### config.mk
export PLATFORM = sky130hd
export DESIGN_NAME = pidsr_regs
export DESIGN_NICKNAME = d
export VERILOG_FILES = /design/src/inc/pidsr_pkg.sv /design/src/rtl/pidsr_echo_hold.sv /design/src/rtl/pidsr_regs.sv /design/src/rtl/pidsr_word_build.sv
export VERILOG_INCLUDE_DIRS = /design/src /design/src/inc
export SDC_FILE = /design/constraint.sdc
export NUM_CORES = 1
export LEC_CHECK = 0
export ABC_AREA = 0
export BUFFER_PORTS_ARGS = -buffer_cell sky130_fd_sc_hd__buf_2
export CAP_MARGIN = 20
export CORE_MARGIN = 2
export CORE_UTILIZATION = 45
export CTS_CLUSTER_SIZE = 40
export DETAILED_ROUTE_END_ITERATION = 7
export GPL_TIMING_DRIVEN = 0
export PLACE_DENSITY = 0.8
export SETUP_SLACK_MARGIN = 0.5
export SYNTH_ARGS = -nofsm -noshare
export SYNTH_HDL_FRONTEND = slang
export SYNTH_HIERARCHICAL = 1
export SYNTH_SLANG_ARGS = --single-unit
### constraint.sdc
create_clock -name pclk -period 2.3 [get_ports pclk]
set_clock_uncertainty 0.15 [all_clocks]
set_input_delay 0.345 -clock pclk [delete_from_list [all_inputs] [get_ports pclk]]
set_output_delay 0.345 -clock pclk [all_outputs]
set_load 0.05 [all_outputs]
### src/inc/pidsr_cfg.svh
// Offsets, field positions, reset values and codes of the primary ID/status pair.
// Assumes a 32-bit APB master; each 16-bit register takes one aligned word.
//
// Functional notes
// - ID upper bits hold fixed version code.
// - ID bits three and two read zero.
// - Bit one flags last frame rejected.
// - Bit zero is device generated parity.
// - Status bit eleven ORs fault register.
// - Status bits 15:12 and 10 zero.
// - Status 9:8 echo latest turn-on level.
// - Status bit seven set in run mode.
// - Status bit six mirrors remote readiness.
// - Status 5:2 echo latest turn-off level.
// - Status word reads 0x087d after reset.
// - Each offset selects one whole register.
// - Hardware fields are read-only to software.
`ifndef PIDSR_CFG_SVH
`define PIDSR_CFG_SVH

`define PIDSR_IDX_ID 8'h00
`define PIDSR_IDX_STAT 8'h01
`define PIDSR_VER_LSB 4
`define PIDSR_ERR_BIT 11
`define PIDSR_ON_LSB 8
`define PIDSR_RUN_BIT 7
`define PIDSR_REMOTE_OK_BIT 6
`define PIDSR_OFF_LSB 2
`define PIDSR_REJECT_BIT 1
`define PIDSR_PAR_BIT 0
`define PIDSR_STAT_RESET 16'h087d
`define PIDSR_ON_RESET 2'h0
`define PIDSR_OFF_RESET 4'hf
`define PIDSR_ERR_RESET 1'h1
`define PIDSR_REMOTE_OK_RESET 1'h1
`define PIDSR_RUN_RESET 1'h0
`define PIDSR_REJECT_RESET 1'h0
`define PIDSR_RUN_MODE 3'h4

`endif

### src/inc/pidsr_pkg.sv
// Types shared by the primary ID/status register block.
// Assumes the constants header is included by each user.
package pidsr_pkg;

   // Events from the serial frame engine and mode logic
   typedef struct packed
   {
      logic frame_done;
      logic last_frame_rejected;
      logic on_valid;
      logic [1:0] turn_on_level_request;
      logic off_valid;
      logic [3:0] soft_turn_off;
   } pidsr_link_t;

   // Held status fields feeding the word builder
   typedef struct packed
   {
      logic err;
      logic [1:0] turn_on_level_echo;
      logic running_state_flag;
      logic remote_side_ok;
      logic [3:0] turn_off_level_echo;
      logic last_frame_rejected;
   } pidsr_stat_t;

   typedef enum logic [1:0]
   {
      PIDSR_IDLE = 2'b00,
      PIDSR_ANSWER = 2'b01
   } pidsr_apb_state_t;

endpackage

### src/rtl/pidsr_echo_hold.sv
// Holds echoed levels, frame verdict and sampled status inputs.
// Assumes inputs are synchronous to pclk.
`timescale 1ns/1ps
`include "pidsr_cfg.svh"
module pidsr_echo_hold
(
   input wire logic pclk,
   input wire logic presetn,
   input wire pidsr_pkg::pidsr_link_t link,
   input wire logic [15:0] fault_register,
   input wire logic [2:0] op_mode,
   input wire logic remote_side_ok,
   output pidsr_pkg::pidsr_stat_t stat_q
);

   pidsr_pkg::pidsr_stat_t stat_d;

   always_comb
   begin
      stat_d = stat_q;
      stat_d.err = |fault_register;
      stat_d.running_state_flag = (op_mode == `PIDSR_RUN_MODE);
      stat_d.remote_side_ok = remote_side_ok;
      if (link.on_valid)
      begin
         stat_d.turn_on_level_echo = link.turn_on_level_request;
      end
      if (link.off_valid)
      begin
         stat_d.turn_off_level_echo = link.soft_turn_off;
      end
      if (link.frame_done)
      begin
         stat_d.last_frame_rejected = link.last_frame_rejected;
      end
   end

   // Reset values chosen so the status word reads its documented reset pattern
   always_ff @(posedge pclk or negedge presetn)
   begin
      if (!presetn)
      begin
         stat_q <= '{err: `PIDSR_ERR_RESET, turn_on_level_echo: `PIDSR_ON_RESET,
                     running_state_flag: `PIDSR_RUN_RESET,
                     remote_side_ok: `PIDSR_REMOTE_OK_RESET,
                     turn_off_level_echo: `PIDSR_OFF_RESET,
                     last_frame_rejected: `PIDSR_REJECT_RESET};
      end
      else
      begin
         stat_q <= stat_d;
      end
   end

endmodule

### src/rtl/pidsr_regs.sv
// APB slave presenting the primary identification and status words.
// Assumes an APB master on pclk; all register contents are read-only.
`timescale 1ns/1ps
`include "pidsr_cfg.svh"
module pidsr_regs
#(
   parameter int AW = 8,
   parameter logic [11:0] VERSION = 12'h5c1 // Arbitrary neutral value
)
(
   input wire logic pclk,
   input wire logic presetn,
   input wire logic psel,
   input wire logic penable,
   input wire logic pwrite,
   input wire logic [AW-1:0] paddr,
   input wire logic [31:0] pwdata,
   output logic [31:0] prdata,
   output logic pready,
   output logic pslverr,
   input wire pidsr_pkg::pidsr_link_t link,
   input wire logic [15:0] fault_register,
   input wire logic [2:0] op_mode,
   input wire logic remote_side_ok,
   output logic [15:0] side_a_state_reg
);

   // Below three bits the two word addresses would alias
   if (AW < 3)
   begin : g_aw_check
      $error("pidsr_regs: AW too small for the register map");
   end

   ////////////////////////////////////////////////////////////////////////////
   // Held state and word assembly

   pidsr_pkg::pidsr_stat_t stat_q;
   logic [15:0] chip_identity_reg;
   logic [15:0] stat_word;
   wire pidsr_pkg::pidsr_stat_t stat;

   pidsr_echo_hold u_hold
   (
      .pclk(pclk),
      .presetn(presetn),
      .link(link),
      .fault_register(fault_register),
      .op_mode(op_mode),
      .remote_side_ok(remote_side_ok),
      .stat_q(stat_q)
   );

   pidsr_word_build #(.VERSION(VERSION)) u_build
   (
      .pclk(pclk),
      .presetn(presetn),
      .stat(stat),
      .id_word_q(chip_identity_reg),
      .stat_word_q(stat_word)
   );

   assign stat = stat_q;

   ////////////////////////////////////////////////////////////////////////////
   // APB decode

   // Printed offsets are word indices; the byte address is four times that
   function automatic logic [AW-1:0] addr_of(input logic [7:0] idx);
      logic [AW+9:0] a;
      a = {{AW{1'b0}}, idx, 2'b00};
      return a[AW-1:0];
   endfunction

   pidsr_pkg::pidsr_apb_state_t state_q;
   pidsr_pkg::pidsr_apb_state_t state_d;
   logic [31:0] prdata_d;
   logic pslverr_d;

   wire logic setup_phase;
   wire logic hit_id;
   wire logic hit_stat;
   wire logic hit_any;

   assign setup_phase = psel && !penable;
   assign hit_id = (paddr == addr_of(`PIDSR_IDX_ID));
   assign hit_stat = (paddr == addr_of(`PIDSR_IDX_STAT));

   assign hit_any = hit_id || hit_stat;

   // Writes to the two mapped offsets are accepted but change nothing; unmapped ones get pslverr like reads
   always_comb
   begin
      state_d = pidsr_pkg::PIDSR_IDLE;
      prdata_d = 32'h0000_0000;
      pslverr_d = 1'b0;
      case (state_q)
         pidsr_pkg::PIDSR_IDLE:
         begin
            if (setup_phase)
            begin
               state_d = pidsr_pkg::PIDSR_ANSWER;
               pslverr_d = !hit_any;
               if (!pwrite && hit_id)
               begin
                  prdata_d = {16'h0000, chip_identity_reg};
               end
               else if (!pwrite && hit_stat)
               begin
                  prdata_d = {16'h0000, stat_word};
               end
            end
         end
         pidsr_pkg::PIDSR_ANSWER:
         begin
            state_d = pidsr_pkg::PIDSR_IDLE;
         end
         default:
         begin
            state_d = pidsr_pkg::PIDSR_IDLE;
         end
      endcase
   end

   always_ff @(posedge pclk or negedge presetn)
   begin
      if (!presetn)
      begin
         state_q <= pidsr_pkg::PIDSR_IDLE;
         prdata <= 32'h0000_0000;
         pready <= 1'b0;
         pslverr <= 1'b0;
         side_a_state_reg <= `PIDSR_STAT_RESET;
      end
      else
      begin
         state_q <= state_d;
         prdata <= prdata_d;
         pready <= (state_d == pidsr_pkg::PIDSR_ANSWER);
         pslverr <= pslverr_d;
         side_a_state_reg <= stat_word;
      end
   end

   ////////////////////////////////////////////////////////////////////////////
   // Checks

   logic after_reset_q;
   always_ff @(posedge pclk or negedge presetn)
   begin
      if (!presetn)
      begin
         after_reset_q <= 1'b0;
      end
      else
      begin
         after_reset_q <= 1'b1;
      end
   end

   // Completed reads only; refused ones carry no word
   wire logic rd_done;
   assign rd_done = psel && penable && pready && !pwrite && !pslverr;
endmodule

### src/rtl/pidsr_word_build.sv
// Assembles the identification and status words with odd parity.
// Assumes held fields arrive from flip-flops in the same clock domain.
`timescale 1ns/1ps
`include "pidsr_cfg.svh"
module pidsr_word_build
#(
   parameter logic [11:0] VERSION = 12'h5c1 // Arbitrary neutral value
)
(
   input wire logic pclk,
   input wire logic presetn,
   input wire pidsr_pkg::pidsr_stat_t stat,
   output logic [15:0] id_word_q,
   output logic [15:0] stat_word_q
);

   // Odd parity: bit zero makes the whole word hold an odd count of ones
   function automatic logic [15:0] add_parity(input logic [15:0] w);
      logic [15:0] r;
      r = w;
      r[`PIDSR_PAR_BIT] = ~(^w[15:1]);
      return r;
   endfunction

   localparam logic [15:0] ID_RESET = add_parity({VERSION, 4'h0});

   wire logic [15:0] id_raw;
   wire logic [15:0] stat_raw;

   assign id_raw = {VERSION, 2'h0, stat.last_frame_rejected, 1'h0};
   assign stat_raw = {4'h0, stat.err, 1'h0, stat.turn_on_level_echo,
                      stat.running_state_flag, stat.remote_side_ok,
                      stat.turn_off_level_echo, stat.last_frame_rejected, 1'h0};

   always_ff @(posedge pclk or negedge presetn)
   begin
      if (!presetn)
      begin
         id_word_q <= ID_RESET;
         stat_word_q <= `PIDSR_STAT_RESET;
      end
      else
      begin
         id_word_q <= add_parity(id_raw);
         stat_word_q <= add_parity(stat_raw);
      end
   end

endmodule

* Word level (Yosys, flattened, before mapping)
Cells that the tools add are included.
** Cells by class
- Reduce and logical (&&, ||, !) cells :: 12
- Multiplexer cells :: 8
- Equal/unequal tests :: 3
- Bitwise logic cells :: 2
** Operators by type and width (count)
- 2-to-1 mux 32 bit :: 1
- 2-to-1 mux 15 bit :: 2
- parity 15 bit :: 2
- OR reduction 16 bit :: 1
- 2-to-1 mux 12 bit :: 1
- equality test 8 x 3 -> 1 bit, second input constant :: 1
- zero test 8 bit :: 1
- equality test 3 bit, second input constant :: 1
- logical AND 1 bit :: 3
- zero test 1 bit :: 3
- 2-to-1 mux 1 bit :: 3
- equality test 2 x 1 -> 1 bit, second input constant :: 1
- zero test 2 bit :: 1
- 2-to-1 mux 2 bit :: 1
- NOT 1 bit :: 2
- logical OR 1 bit :: 1
** Storage, ports and cells
- Bits of input ports :: 75
- Output and inout port bits :: 50
- Register bits :: 70
- Word-level logic and storage cells :: 38

* Depth between registers and ports, before layout
Gate-level depths: netlist of run 1.
- Word-level depth :: 6
- Depth in mapped cells :: 4

* By module
Netlist of run 1, hierarchy kept.
** Modules (own cells, without submodules)
- pidsr_regs :: sequential area each 859.6 µm², instances 1, area each 1421.4 µm², cells an instance 98
- pidsr_word_build :: sequential area each 284.0 µm², instances 1, area each 533.0 µm², cells an instance 42
- pidsr_echo_hold :: sequential area each 257.7 µm², instances 1, area each 375.4 µm², cells an instance 23

* Worst setup path before layout of run 1
Ideal clock, no wire load.
- Kind :: register to register
- Start point :: reg state_q[0]
- End point :: reg prdata[10]
- Data arrival time :: 1.551 ns
- Stages on the path, launching flop included :: 5
- Setup time :: 0.096 ns
- Buffers on the path :: 2
- Slack :: 0.504 ns
- Path through :: dfrtp_1 -> or3b_1 -> buf_2 -> buf_2 -> nor4_2
** Between the ends
- Longest elaborated chain between the ends :: 2
** RTL lines
- start, declared :: RTL line pidsr_regs.sv:74 : pidsr_pkg::pidsr_apb_state_t state_q;
- start signal, assigned :: RTL line pidsr_regs.sv:128 : state_q <= pidsr_pkg::PIDSR_IDLE;
- start signal, assigned :: RTL line pidsr_regs.sv:136 : state_q <= state_d;
- zero test 2 bit :: RTL line pidsr_regs.sv:96 : case (state_q)
- 2-to-1 mux 32 bit :: RTL line pidsr_regs.sv:96
- via prdata_d[10] :: RTL line pidsr_regs.sv:76 : logic [31:0] prdata_d;
- end signal, assigned :: RTL line pidsr_regs.sv:137 : prdata <= prdata_d;
- end, declared :: RTL line pidsr_regs.sv:18 : output logic [31:0] prdata,
The timed path passes the listed nets, and every way through them passes these cells.
A chain may end at the register's enable or synchronous reset.

* Worst setup path after layout of run 1
- Start point :: reg state_q[0]
- End point :: reg prdata[8]
Same word-level chain as after synthesis.

==> impl_results.html, run 1 <==
<table>
<tr><th>Metric</th><th>Value</th></tr>
<tr><th colspan="2">Yosys</th></tr>
<tr><td>Sequential share of the synthesized area</td><td>0.6015</td></tr>
<tr><td>Unique cell type count in the Yosys netlist</td><td>23</td></tr>
<tr><td>Gate Count Post-Synth</td><td>163</td></tr>
<tr><td>Flip-flop and latch count after synthesis</td><td>55</td></tr>
<tr><td>Post-synthesis instance area</td><td>2330 sq um</td></tr>
<tr><td>Number of warnings issued by yosys</td><td>6</td></tr>
<tr><td>Mapped Avg Cell Area</td><td>14.29 sq um</td></tr>
<tr><th colspan="2">Timing</th></tr>
<tr><td>Fin crit share</td><td>0.7390</td></tr>
<tr><td>Unrepaired setup endpoints after global routing</td><td>true</td></tr>
<tr><td>Final Setup Violations</td><td>0</td></tr>
<tr><td>Setup TNS</td><td>0 ns</td></tr>
<tr><td>Total count of max-transition violations in the final report</td><td>0</td></tr>
<tr><td>Minimum period implied by the final worst setup slack</td><td>1.700 ns</td></tr>
<tr><td>Fin. Hold Viols</td><td>0</td></tr>
<tr><td>Highest clock frequency the design can meet</td><td>588.3 MHz</td></tr>
<tr><th colspan="2">Worst setup path</th></tr>
<tr><td>Worst Setup Path Type</td><td>flop to flop</td></tr>
<tr><td>Origin of the critical flop-to-flop path</td><td>state_q[0]</td></tr>
<tr><td>Data required time of the worst path</td><td>2.35 ns</td></tr>
<tr><td>Worst-path fanout max</td><td>10</td></tr>
<tr><td>Kind of end point of the critical path</td><td>flop</td></tr>
<tr><td>Arrival time of data at the critical path endpoint</td><td>1.75 ns</td></tr>
<tr><td>R2R depth</td><td>4</td></tr>
<tr><td>End of the worst register-to-register path</td><td>prdata[8]</td></tr>
<tr><td>Register-to-Register Setup Slack</td><td>0.60 ns</td></tr>
<tr><td>Crit start category</td><td>flop</td></tr>
<tr><th colspan="2">Floorplan</th></tr>
<tr><td>Num ports</td><td>~130</td></tr>
<tr><td>DIE HEIGHT</td><td>75.95 um</td></tr>
<tr><td>Die outline area</td><td>a little under 6000 sq um</td></tr>
<tr><td>Core outline area</td><td>5042 sq um</td></tr>
<tr><td>Initial Util</td><td>0.4620</td></tr>
<tr><td>Cell row count</td><td>26</td></tr>
<tr><td>Die width</td><td>~76 um</td></tr>
<tr><th colspan="2">Clock network</th></tr>
<tr><td>Sink count of the clock tree</td><td>55</td></tr>
<tr><td>Library cell used as clock root buffer</td><td>sky130_fd_sc_hd__clkbuf_8</td></tr>
<tr><td>Bufs on Longest Clock Path</td><td>2</td></tr>
<tr><td>Buffers inserted by post-CTS timing repair</td><td>0</td></tr>
<tr><td>Clock Latency Late Sink</td><td>between 0.2 and 0.3 ns</td></tr>
<tr><td>Number of buffers added by the clock tree synthesis step</td><td>5</td></tr>
<tr><td>H-tree depth</td><td>2</td></tr>
<tr><td>TritonCTS clock tree</td><td>done</td></tr>
<tr><td>Clock-pin slew on the worst setup and hold paths</td><td>0.09 ns</td></tr>
<tr><th colspan="2">Detailed routing</th></tr>
<tr><td>First DRT Iteration DRCs</td><td>36</td></tr>
<tr><td>Post-detailed-route DRC marker count</td><td>0</td></tr>
<tr><td>Post-DR vias/cell</td><td>4.091</td></tr>
<tr><td>Total vias in the final route</td><td>between 1000 and 1500</td></tr>
<tr><td>Routed wire per std cell</td><td>approximately 11 um</td></tr>
<tr><td>Number of nets with antenna violations after detailed routing</td><td>0</td></tr>
<tr><td>Pre-antenna DRT Iters</td><td>3</td></tr>
<tr><td>Routed Wire Length</td><td>3834 um</td></tr>
<tr><th colspan="2">Cells and area</th></tr>
<tr><td>Layout Utilization</td><td>0.6020</td></tr>
<tr><td>Antenna fix cells</td><td>0</td></tr>
<tr><td>Synth-to-Final Area Change</td><td>30.29%</td></tr>
<tr><td>Fraction of final layout cells with drive strength greater than 1</td><td>0.5836</td></tr>
<tr><td>Total number of nets in the final design</td><td>355</td></tr>
<tr><td>Post-route design area</td><td>3035 sq um</td></tr>
<tr><th colspan="2">Hold path</th></tr>
<tr><td>Hold path startpoint</td><td>op_mode[1]</td></tr>
<tr><td>Worst Hold Depth</td><td>2</td></tr>
<tr><td>Classification of the worst-slack hold path</td><td>primary input to flop</td></tr>
<tr><td>End point of the worst hold path</td><td>u_hold/stat_q[6]</td></tr>
<tr><th colspan="2">Global route</th></tr>
<tr><td>Number of antenna violations at the first check in global routing</td><td>0</td></tr>
<tr><td>Pin count of the biggest net entering global routing</td><td>35</td></tr>
<tr><td>First-pass GRT wire length</td><td>6382 um</td></tr>
<tr><td>Residual overflow from global routing</td><td>0</td></tr>
<tr><td>Aggregate global-route resource usage</td><td>0.1394</td></tr>
<tr><td>Vias in the first global route</td><td>1462</td></tr>
<tr><th colspan="2">Power and ir drop</th></tr>
<tr><td>Static leakage</td><td>1.569 nW</td></tr>
<tr><td>Highest ir drop seen on vdd</td><td>roughly 0.31 mV</td></tr>
<tr><td>Power density over cell area</td><td>~670 nW/um^2</td></tr>
<tr><th colspan="2">Placement</th></tr>
<tr><td>GP Congestion</td><td>around 0.71</td></tr>
<tr><td>HPWL after detailed placement</td><td>2987 um</td></tr>
<tr><td>Number of I/O port buffers</td><td>75</td></tr>
<tr><td>Post-DP Area</td><td>2933 sq um</td></tr>
<tr><th colspan="2">Outcome</th></tr>
<tr><td>Outcome</td><td>completed</td></tr>
<tr><th colspan="2">Flow run</th></tr>
<tr><td>Number of maximum-capacitance constraint violations</td><td>0</td></tr>
</table>
## cells in the mapped netlist
master	count	area, sq um
sky130_fd_sc_hd__buf_12	1	20.02
sky130_fd_sc_hd__nor3b_1	1	7.510
sky130_fd_sc_hd__buf_4	37	277.8
sky130_fd_sc_hd__clkbuf_2	1	5.000
sky130_fd_sc_hd__dfstp_2	20	525.5
sky130_fd_sc_hd__nor4_2	10	125.1
sky130_fd_sc_hd__buf_2	4	20.02
sky130_fd_sc_hd__nand4_1	1	6.260
sky130_fd_sc_hd__buf_6	2	22.52
sky130_fd_sc_hd__nor3_1	1	5.000
sky130_fd_sc_hd__inv_1	1	3.750
sky130_fd_sc_hd__xnor3_1	1	22.52
sky130_fd_sc_hd__conb_1	3	11.26
sky130_fd_sc_hd__or4_1	1	7.510
sky130_fd_sc_hd__nor4_1	11	68.82
sky130_fd_sc_hd__or4_4	1	11.26
sky130_fd_sc_hd__a21oi_1	1	5.000
sky130_fd_sc_hd__dfrtp_1	35	875.8
sky130_fd_sc_hd__mux2i_1	16	160.2
sky130_fd_sc_hd__xor2_1	1	8.760
sky130_fd_sc_hd__xnor2_1	6	52.55
sky130_fd_sc_hd__or3b_1	1	8.760
sky130_fd_sc_hd__mux2_2	7	78.83
## critical path, cell delays in order, from the launching register on
cell and delay (ns):
sky130_fd_sc_hd__dfrtp_1 0.38, sky130_fd_sc_hd__or3b_1 0.37, sky130_fd_sc_hd__buf_2 0.19, sky130_fd_sc_hd__clkbuf_4 0.23
sky130_fd_sc_hd__nor4_2 0.29
## logic make-up after synthesis
family / Yosys count / share of synthesized area
compound gates: 1 / 0.002146
flops: 55 / 0.6015
mux: 23 / 0.1026
other cells: 3 / 0.004833
buf+inv: 46 / 0.1498
simple gates: 27 / 0.1031
xor+xnor: 8 / 0.03598
## report_power, final
group,switching (mW),internal (mW)
clock,0.277,0.217
sequential,0.0329,1.06
combinational,0.272,0.163
## how the worst max path moves through the flow
stage	startpoint	endpoint	slack, ns
after floorplan	state_q[0]	prdata[10]	0.50
after global placement	penable	prdata[8]	0.52
after detailed placement	paddr[7]	prdata[5]	0.48
after CTS	state_q[0]	prdata[8]	0.59
after global routing	state_q[0]	prdata[8]	0.49
final	state_q[0]	prdata[8]	0.60
## final cells by class
class	instances	area (sq um)
Multi-Input combinational cell	94	699.4
Timing Repair Buffer	78	415.4
Sequential cell	55	1401
Fill cell	416	2007
Tap cell	70	87.58
Buffer	45	347.8
Clock buffer	8	80.08
Inverter	1	3.754
## per-stage QoR
stage / hold WS (ns) / instances / setup slack, ns / power (mW)
final: 0.04292 / 351 / 0.6002 / 2.027
after global routing: 0.02324 / 351 / 0.4941 / 2.128
after CTS: 0.02727 / 351 / 0.5920 / 2.051
after detailed placement: 0.1831 / 341 / 0.4815 / 1.550
after global placement: 0.2045 / 340 / 0.5232 / 1.537
after floorplan: -0.1006 / 195 / 0.5036 / 1.439
## metal layers
layer | GRT usage | up-vias | part of all wire
met5 | 0 | - | 0
met4 | 0.04000 | 0 | 0.0063
met3 | 0.04762 | 2 | 0.083
met2 | 0.2446 | 68 | 0.51
met1 | 0.1624 | 645 | 0.40
li1 | - | 721 | -
## repair_timing
item	in CTS	in global routing
hold buffers	2	0
hold endpoints to repair	20	0
endpoints found under the setup margin	0	2
gates resized for setup	0	1
## placed cells by master, fill, tap and decap left out
| master | instances |
|---|---|
| sky130_fd_sc_hd__xor2_1 | 1 |
| sky130_fd_sc_hd__nor4_1 | 11 |
| sky130_fd_sc_hd__mux2_2 | 7 |
| sky130_fd_sc_hd__dfrtp_1 | 35 |
| sky130_fd_sc_hd__nor4_2 | 10 |
| sky130_fd_sc_hd__nor3b_1 | 1 |
| sky130_fd_sc_hd__or3b_1 | 1 |
| sky130_fd_sc_hd__xnor2_1 | 6 |
| sky130_fd_sc_hd__buf_12 | 2 |
| sky130_fd_sc_hd__or4_4 | 1 |
| sky130_fd_sc_hd__conb_1 | 35 |
| sky130_fd_sc_hd__buf_2 | 78 |
| sky130_fd_sc_hd__clkbuf_2 | 1 |
| sky130_fd_sc_hd__buf_4 | 37 |
| sky130_fd_sc_hd__buf_6 | 2 |
| sky130_fd_sc_hd__clkbuf_1 | 3 |
| sky130_fd_sc_hd__dfstp_2 | 20 |
| sky130_fd_sc_hd__nand4_1 | 1 |
| sky130_fd_sc_hd__or4_1 | 1 |
| sky130_fd_sc_hd__inv_1 | 1 |
| sky130_fd_sc_hd__a21oi_1 | 1 |
| sky130_fd_sc_hd__dlygate4sd3_1 | 2 |
| sky130_fd_sc_hd__nor3_1 | 1 |
| sky130_fd_sc_hd__mux2i_1 | 16 |
| sky130_fd_sc_hd__xnor3_1 | 1 |
| sky130_fd_sc_hd__clkbuf_8 | 5 |
| sky130_fd_sc_hd__clkbuf_4 | 1 |
Note: power is estimated with default switching activity, not from simulation.
==> run 2: changes to the inputs <==
CORE_UTILIZATION = 40   (was 45)
PLACE_DENSITY = 0.76   (was 0.8)
clock period = 1.4 ns   (was 2.3 ns; I/O delays follow)
==> run 2 against run 1 <==
Effect of this change:
- sequential share of layout area decreased by 6.6 points
- die area grew 12%
- clock-buffer cell count is 1 lower
- register-to-register slack worse by 0.80 ns
- highest routed layer unchanged
- the flow now finishes with violations (hold timing, setup timing)
- non-clock buffer count is 10 higher
- utilization is 4.6 points higher
- wire length increased by 24%
==> impl_results.html, run 2 (synthesis gave the netlist of run 1 again) <==
<table>
<tr><th>Metric</th><th>Value</th></tr>
<tr><th colspan="2">Timing</th></tr>
<tr><td>Total count of max-transition violations in the final report</td><td>0</td></tr>
<tr><td>Minimum period implied by the final worst setup slack</td><td>1.595 ns</td></tr>
<tr><td>Worst Tran Pin Value</td><td>0.5166 ns</td></tr>
<tr><td>Fin. Hold Viols</td><td>14</td></tr>
<tr><td>Final setup margin</td><td>-0.1951 ns</td></tr>
<tr><td>Unrepaired setup endpoints after global routing</td><td>true</td></tr>
<tr><td>Final Setup Violations</td><td>17</td></tr>
<tr><td>Max-slew headroom</td><td>0.6524</td></tr>
<tr><td>Highest clock frequency the design can meet</td><td>between 600 and 700 MHz</td></tr>
<tr><td>Fin crit share</td><td>1.139</td></tr>
<tr><td>Setup TNS</td><td>-1.982 ns</td></tr>
<tr><td>Worst hold slack across all endpoints</td><td>-0.2751 ns</td></tr>
<tr><th colspan="2">Placement</th></tr>
<tr><td>HPWL after detailed placement</td><td>3122 um</td></tr>
<tr><td>Number of I/O port buffers</td><td>75</td></tr>
<tr><td>Pre-CTS setup slack</td><td>-0.2849 ns</td></tr>
<tr><td>Instance count after placement with tap cells included</td><td>343</td></tr>
<tr><td>GP Congestion</td><td>0.7215</td></tr>
<tr><th colspan="2">Cells and area</th></tr>
<tr><td>Total number of nets in the final design</td><td>365</td></tr>
<tr><td>Area of the multi-input gates</td><td>800.8 sq um</td></tr>
<tr><td>Antenna fix cells</td><td>0</td></tr>
<tr><td>Fraction of final layout cells with drive strength greater than 1</td><td>0.7045</td></tr>
<tr><td>Synth-to-Final Area Change</td><td>55.05%</td></tr>
<tr><td>Footprint of the flip-flops and latches</td><td>1428 sq um</td></tr>
<tr><td>Highest-count cells in the layout ignoring fill and taps</td><td>44 x sky130_fd_sc_hd__buf_2, 43 x sky130_fd_sc_hd__buf_4, 35 x sky130_fd_sc_hd__conb_1</td></tr>
<tr><td>Commonest non-fill, non-tap cell in the layout</td><td>sky130_fd_sc_hd__buf_2</td></tr>
<tr><td>Fill cell instance count of the final layout</td><td>396</td></tr>
<tr><td>Non-filler cells in the finished layout</td><td>around 360</td></tr>
<tr><th colspan="2">Power and ir drop</th></tr>
<tr><td>Highest ir drop seen on vdd</td><td>slightly below 0.5 mV</td></tr>
<tr><td>Power density over cell area</td><td>1006 nW/um^2</td></tr>
<tr><td>Static leakage</td><td>1.758 nW</td></tr>
<tr><th colspan="2">Clock network</th></tr>
<tr><td>Bufs on Longest Clock Path</td><td>2</td></tr>
<tr><td>Number of buffers added by the clock tree synthesis step</td><td>5</td></tr>
<tr><td>Sink count of the clock tree</td><td>55</td></tr>
<tr><td>Clock Latency Late Sink</td><td>0.30 ns</td></tr>
<tr><td>Library cell used as clock root buffer</td><td>sky130_fd_sc_hd__clkbuf_8</td></tr>
<tr><td>Post-cts hold buffer count</td><td>1</td></tr>
<tr><td>Clock-pin slew on the worst setup and hold paths</td><td>0.09 ns</td></tr>
<tr><td>H-tree depth</td><td>2</td></tr>
<tr><td>TritonCTS clock tree</td><td>done</td></tr>
<tr><th colspan="2">Worst setup path</th></tr>
<tr><td>Total buffers and inverters traversed by the critical path</td><td>2</td></tr>
<tr><td>R2R depth</td><td>4</td></tr>
<tr><td>Origin of the critical flop-to-flop path</td><td>state_q[0]</td></tr>
<tr><td>Worst Setup Path Type</td><td>flop to flop</td></tr>
<tr><td>Slowest stage delay, CP</td><td>0.41 ns</td></tr>
<tr><td>Kind of end point of the critical path</td><td>flop</td></tr>
<tr><td>End of the worst register-to-register path</td><td>prdata[8]</td></tr>
<tr><td>Critical Path End</td><td>prdata[8]</td></tr>
<tr><td>Data required time of the worst path</td><td>1.46 ns</td></tr>
<tr><td>Worst-path fanout max</td><td>6</td></tr>
<tr><td>Critical path cell sequence</td><td>or3b_4 -&gt; buf_6 -&gt; buf_12 -&gt; nor4_2</td></tr>
<tr><td>CP startpoint</td><td>state_q[0]</td></tr>
<tr><td>Master of the slowest instance on the critical path</td><td>sky130_fd_sc_hd__dfrtp_2</td></tr>
<tr><td>Register-to-Register Setup Slack</td><td>-0.20 ns</td></tr>
<tr><td>Category of cells accounting for the largest share of critical-path delay</td><td>simple AND/OR/NAND/NOR gates</td></tr>
<tr><td>Crit start category</td><td>flop</td></tr>
<tr><td>Stages on the worst setup path</td><td>4</td></tr>
<tr><td>Arrival time of data at the critical path endpoint</td><td>~1.7 ns</td></tr>
<tr><th colspan="2">Detailed routing</th></tr>
<tr><td>Total vias in the final route</td><td>1580</td></tr>
<tr><td>Post-DR vias/cell</td><td>roughly 4.4</td></tr>
<tr><td>Number of nets with antenna violations after detailed routing</td><td>0</td></tr>
<tr><td>Pre-antenna DRT Iters</td><td>4</td></tr>
<tr><td>Routed Wire Length</td><td>4735 um</td></tr>
<tr><td>First DRT Iteration DRCs</td><td>62</td></tr>
<tr><td>Routed wire per std cell</td><td>13.04 um</td></tr>
<tr><td>Post-detailed-route DRC marker count</td><td>0</td></tr>
<tr><th colspan="2">Flow run</th></tr>
<tr><td>Number of maximum-capacitance constraint violations</td><td>0</td></tr>
<tr><th colspan="2">Global route</th></tr>
<tr><td>Number of antenna violations at the first check in global routing</td><td>0</td></tr>
<tr><td>Aggregate global-route resource usage</td><td>0.1452</td></tr>
<tr><td>First-pass GRT wire length</td><td>roughly 7000 um</td></tr>
<tr><td>Residual overflow from global routing</td><td>0</td></tr>
<tr><td>Pin count of the biggest net entering global routing</td><td>34</td></tr>
<tr><td>Vias in the first global route</td><td>1558</td></tr>
<tr><th colspan="2">Floorplan</th></tr>
<tr><td>Num ports</td><td>125</td></tr>
<tr><td>Cell row count</td><td>27</td></tr>
<tr><td>DIE HEIGHT</td><td>80.32 um</td></tr>
<tr><td>Initial Util</td><td>0.4180</td></tr>
<tr><td>Core outline area</td><td>5574 sq um</td></tr>
<tr><td>Die outline area</td><td>6451 sq um</td></tr>
<tr><td>Die width</td><td>80.32 um</td></tr>
<tr><th colspan="2">Hold path</th></tr>
<tr><td>Classification of the worst-slack hold path</td><td>primary input to asynchronous set/reset pin</td></tr>
<tr><th colspan="2">Outcome</th></tr>
<tr><td>Outcome</td><td>finished, violations left</td></tr>
<tr><td>Violated checks</td><td>hold timing, setup timing</td></tr>
</table>
[run 2: changes by cell type in the layout (fill, tap and decap cells not counted), sizes merged]
cell         delta
buf            +11
clkbuf          -1
clkinv          +1
dlygate4sd3     -1
[run 2: per-layer routing]
| metal | track usage | vias up | routed length [um] |
|---|---|---|---|
| li1 | - | 740 | - |
| met1 | 0.1584 | 752 | 1770 |
| met2 | 0.2650 | 82 | 2532 |
| met3 | 0.04382 | 6 | 369 |
| met4 | 0.05085 | 0 | 63 |
| met5 | 0 | - | 0 |
[run 2: stage by stage]
step | hold WS, ns | util | area, sq um | total power, mW
after floorplan | -0.2356 | - | 2491 | 2.379
after detailed placement | 0.06662 | 0.5340 | 2977 | 2.570
final | -0.2751 | 0.6480 | 3612 | 3.635
after global routing | -0.2526 | 0.6480 | 3612 | 3.793
after global placement | 0.1663 | 0.5304 | 2957 | 2.542
after CTS | -0.2686 | 0.6278 | 3500 | 3.627
[run 2: worst register-to-register path, cell delays in order (launching register included)]
cell                      delay (ns)
sky130_fd_sc_hd__dfrtp_2        0.41
sky130_fd_sc_hd__or3b_4         0.38
sky130_fd_sc_hd__buf_6          0.15
sky130_fd_sc_hd__buf_12         0.14
sky130_fd_sc_hd__nor4_2         0.27
[run 2: final cells by class]
cell class,instances,area share
repair buffers,88,0.2293
clock buffers,7,0.02390
inverters,1,0.001039
plain buffers,45,0.1015
flip-flops and latches,55,0.3952
multi-input cells,94,0.2217
well taps,72,0.02494
clock inverters,1,0.002425
[run 2: where the power goes]
part	switching, mW	leakage [nW]	internal [mW]	total (mW)
combinational	0.485	1.07	0.422	0.907
sequential	0.0827	0.636	1.75	1.84
clock	0.485	0.0484	0.406	0.891
[run 2: repair_timing]
action / in CTS / in global routing
gates cloned: 1 / 1
pin swaps: 1 / 4
gates resized for setup: 107 / 12
buffers inserted: 5 / 4
setup endpoints to repair: 58 / 58
endpoints found under the hold margin: 15 / 14
[run 2: worst min-delay path by stage]
| stage | endpoint | from | cells after the start | slack (ns) |
|---|---|---|---|---|
| after floorplan | prdata[0] | presetn | 0 | -0.24 |
| after global placement | u_hold/stat_q[5] | remote_side_ok | 1 | 0.17 |
| after detailed placement | side_a_state_reg[1] | presetn | 1 | 0.07 |
| after CTS | u_hold/stat_q[0] | presetn | 1 | -0.27 |
| after global routing | u_hold/stat_q[0] | presetn | 1 | -0.25 |
| final | u_hold/stat_q[0] | presetn | 1 | -0.28 |
==> run 3: changes to the inputs <==
CAP_MARGIN = default   (was 20)
CORE_UTILIZATION = 45   (was 40)
PLACE_DENSITY = 0.8   (was 0.76)
clock period = 1.68 ns   (was 1.4 ns; I/O delays follow)
==> run 3 against run 2 <==
Effect of this change:
- sequential share of layout area increased by 0.22 points
- the flow finishes with violations (hold timing)
- flip-flop and latch count unchanged
- global-route usage increased by 2.0 points
- die area decreased by 11%
- wire length decreased by 4.8%
- utilization increased by 5.2 points
- non-clock buffer count increased by 1
- worst setup slack improved by 0.31 ns
- largest cell class unchanged
- register-to-register slack improved by 0.31 ns
- total power decreased by 17%
==> impl_results.html, run 3 (synthesis gave the netlist of run 1 again) <==
<table>
<tr><th>Metric</th><th>Value</th></tr>
<tr><th colspan="2">Cells and area</th></tr>
<tr><td>Non-filler cells in the finished layout</td><td>362</td></tr>
<tr><td>Post-route design area</td><td>between 3000 and 4000 sq um</td></tr>
<tr><td>Commonest non-fill, non-tap cell in the layout</td><td>sky130_fd_sc_hd__buf_4</td></tr>
<tr><td>Total number of nets in the final design</td><td>366</td></tr>
<tr><td>Fill cell instance count of the final layout</td><td>roughly 340</td></tr>
<tr><td>Synth-to-Final Area Change</td><td>51.50%</td></tr>
<tr><td>Fraction of final layout cells with drive strength greater than 1</td><td>0.6199</td></tr>
<tr><td>Highest-count cells in the layout ignoring fill and taps</td><td>46 x sky130_fd_sc_hd__buf_4, 42 x sky130_fd_sc_hd__buf_2, 35 x sky130_fd_sc_hd__conb_1</td></tr>
<tr><td>Antenna fix cells</td><td>0</td></tr>
<tr><th colspan="2">Outcome</th></tr>
<tr><td>Outcome</td><td>finished, violations left</td></tr>
<tr><td>Violated checks</td><td>hold timing</td></tr>
<tr><th colspan="2">Detailed routing</th></tr>
<tr><td>Number of nets with antenna violations after detailed routing</td><td>0</td></tr>
<tr><td>Post-DR vias/cell</td><td>4.202</td></tr>
<tr><td>Routed Wire Length</td><td>4510 um</td></tr>
<tr><td>Pre-antenna DRT Iters</td><td>3</td></tr>
<tr><td>Total vias in the final route</td><td>1521</td></tr>
<tr><td>Routed wire per std cell</td><td>between 10 and 15 um</td></tr>
<tr><td>First DRT Iteration DRCs</td><td>35</td></tr>
<tr><td>Post-detailed-route DRC marker count</td><td>0</td></tr>
<tr><th colspan="2">Power and ir drop</th></tr>
<tr><td>Static leakage</td><td>1.762 nW</td></tr>
<tr><td>Power density over cell area</td><td>853.5 nW/um^2</td></tr>
<tr><td>Total power of the final layout</td><td>3.013 mW</td></tr>
<tr><td>Net switching fraction of the power</td><td>0.2838</td></tr>
<tr><td>Net switching component of the power</td><td>0.8551 mW</td></tr>
<tr><td>Highest ir drop seen on vdd</td><td>approximately 0.57 mV</td></tr>
<tr><td>Internal Pwr Total</td><td>2.158 mW</td></tr>
<tr><td>Portion of total power attributed to combinational logic</td><td>0.242</td></tr>
<tr><td>Sequential group share of total power</td><td>0.504</td></tr>
<tr><td>Clock network power share</td><td>0.254</td></tr>
<tr><th colspan="2">Placement</th></tr>
<tr><td>Number of I/O port buffers</td><td>75</td></tr>
<tr><td>Post-DP Area</td><td>2930 sq um</td></tr>
<tr><td>HPWL after detailed placement</td><td>2903 um</td></tr>
<tr><td>GP Congestion</td><td>around 0.70</td></tr>
<tr><td>Pre-CTS setup slack</td><td>-0.05562 ns</td></tr>
<tr><td>Instance count after placement with tap cells included</td><td>340</td></tr>
<tr><th colspan="2">Global route</th></tr>
<tr><td>Residual overflow from global routing</td><td>0</td></tr>
<tr><td>Number of antenna violations at the first check in global routing</td><td>0</td></tr>
<tr><td>Pin count of the biggest net entering global routing</td><td>56</td></tr>
<tr><td>Vias in the first global route</td><td>about 1600</td></tr>
<tr><td>First-pass GRT wire length</td><td>7493 um</td></tr>
<tr><td>Aggregate global-route resource usage</td><td>0.1654</td></tr>
<tr><th colspan="2">Floorplan</th></tr>
<tr><td>Initial Util</td><td>0.4620</td></tr>
<tr><td>DIE HEIGHT</td><td>75.95 um</td></tr>
<tr><td>Die outline area</td><td>5768 sq um</td></tr>
<tr><td>Cell row count</td><td>26</td></tr>
<tr><td>Die width</td><td>75.95 um</td></tr>
<tr><td>Num ports</td><td>125</td></tr>
<tr><td>Core outline area</td><td>between 5000 and 6000 sq um</td></tr>
<tr><th colspan="2">Worst setup path</th></tr>
<tr><td>Worst-path fanout max</td><td>8</td></tr>
<tr><td>Data required time of the worst path</td><td>around 1.7 ns</td></tr>
<tr><td>Kind of end point of the critical path</td><td>flop</td></tr>
<tr><td>Worst Setup Path Type</td><td>flop to flop</td></tr>
<tr><td>Register-to-Register Setup Slack</td><td>0.12 ns</td></tr>
<tr><td>Arrival time of data at the critical path endpoint</td><td>1.62 ns</td></tr>
<tr><td>Crit start category</td><td>flop</td></tr>
<tr><th colspan="2">Timing</th></tr>
<tr><td>Unrepaired setup endpoints after global routing</td><td>true</td></tr>
<tr><td>Fin. Hold Viols</td><td>35</td></tr>
<tr><td>Fin crit share</td><td>0.9310</td></tr>
<tr><td>Minimum period implied by the final worst setup slack</td><td>about 1.6 ns</td></tr>
<tr><td>Worst Tran Pin Value</td><td>around 0.66 ns</td></tr>
<tr><td>Final setup margin</td><td>0.1160 ns</td></tr>
<tr><td>Total count of max-transition violations in the final report</td><td>0</td></tr>
<tr><td>Worst hold slack across all endpoints</td><td>-0.1778 ns</td></tr>
<tr><td>Max-slew headroom</td><td>0.5620</td></tr>
<tr><td>Highest clock frequency the design can meet</td><td>between 600 and 700 MHz</td></tr>
<tr><td>Final Setup Violations</td><td>0</td></tr>
<tr><th colspan="2">Clock network</th></tr>
<tr><td>Clock Latency Late Sink</td><td>0.30 ns</td></tr>
<tr><td>H-tree depth</td><td>2</td></tr>
<tr><td>Bufs on Longest Clock Path</td><td>2</td></tr>
<tr><td>Sink count of the clock tree</td><td>55</td></tr>
<tr><td>Library cell used as clock root buffer</td><td>sky130_fd_sc_hd__clkbuf_8</td></tr>
<tr><td>Clock-pin slew on the worst setup and hold paths</td><td>0.09 ns</td></tr>
<tr><td>TritonCTS clock tree</td><td>done</td></tr>
<tr><td>Number of buffers added by the clock tree synthesis step</td><td>5</td></tr>
<tr><td>Post-cts hold buffer count</td><td>5</td></tr>
<tr><th colspan="2">Flow run</th></tr>
<tr><td>Number of maximum-capacitance constraint violations</td><td>0</td></tr>
<tr><th colspan="2">Hold path</th></tr>
<tr><td>Classification of the worst-slack hold path</td><td>primary input to asynchronous set/reset pin</td></tr>
</table>
-- run 3: changes by cell type in the layout (fill, tap and decap cells not counted), moves of 5 or more --
cell                      change
sky130_fd_sc_hd__dfrtp_2     -20
sky130_fd_sc_hd__mux2_2       +7
sky130_fd_sc_hd__buf_8       -19
sky130_fd_sc_hd__buf_6       +18
sky130_fd_sc_hd__nor4_4       +6
sky130_fd_sc_hd__mux2_4       -7
sky130_fd_sc_hd__nor4_2       -5
sky130_fd_sc_hd__dfrtp_1     +20
-- run 3: power groups by stage --
stage | registers [mW] | logic, mW | clock network [mW]
floorplan | 1.67 | 0.310 | 0
global placement | 1.53 | 0.587 | 0
detailed placement | 1.53 | 0.597 | 0
CTS | 1.52 | 0.704 | 0.798
global route | 1.53 | 0.771 | 0.843
finish | 1.52 | 0.729 | 0.764
-- run 3: cell type report --
cell class	count	area [sq um]	share of cell area
Sequential cell	55	1403	0.3974
Multi-Input combinational cell	94	818.3	0.2318
Timing Repair Buffer	89	748.2	0.2120
Buffer	45	369.1	0.1046
Clock buffer	8	100.1	0.02836
Tap cell	70	87.58	0.02481
Inverter	1	3.754	0.001063
-- run 3: worst max-delay path, stage by stage (launching register included) --
cell,delay [ns]
sky130_fd_sc_hd__dfrtp_2,0.42
sky130_fd_sc_hd__or3b_4,0.37
sky130_fd_sc_hd__buf_6,0.14
sky130_fd_sc_hd__buf_12,0.14
sky130_fd_sc_hd__nor4_4,0.25
-- run 3: through the flow --
step	util	setup TNS (ns)
global placement	0.5811	-0.1133
floorplan	-	0
detailed placement	0.5811	-0.3093
global route	0.7000	0
CTS	0.6824	0
finish	0.7000	0
-- run 3: repair_timing --
action | CTS | global route
endpoints found under the hold margin | 38 | 35
gates resized for setup | 85 | 15
gates cloned | 0 | 0
pin swaps | 9 | 6
buffers inserted | 7 | 2
setup endpoints to repair | 52 | 52
-- run 3: worst paths after layout --
path                                        endpoint                    start  cells past startpoint
worst max-delay path                       prdata[7]               state_q[0]                      4
worst min-delay path                       prdata[1]                  presetn                      1
worst max register to register             prdata[7]               state_q[0]                      4
worst min register to register  side_a_state_reg[11]  u_build/stat_word_q[11]                      0
max in group asynchronous                 state_q[0]                  presetn                      1
min in group pclk                   u_hold/stat_q[9]       fault_register[10]                      3
-- run 3: metal layers --
layer	share of wire	global-route usage	routed length [um]	vias to the layer above
met1	0.38	0.1839	1702	696
li1	-	-	-	740
met4	0.015	0.04364	66	0
met3	0.080	0.05119	363	7
met2	0.53	0.3063	2378	78
met5	0	0	0	-
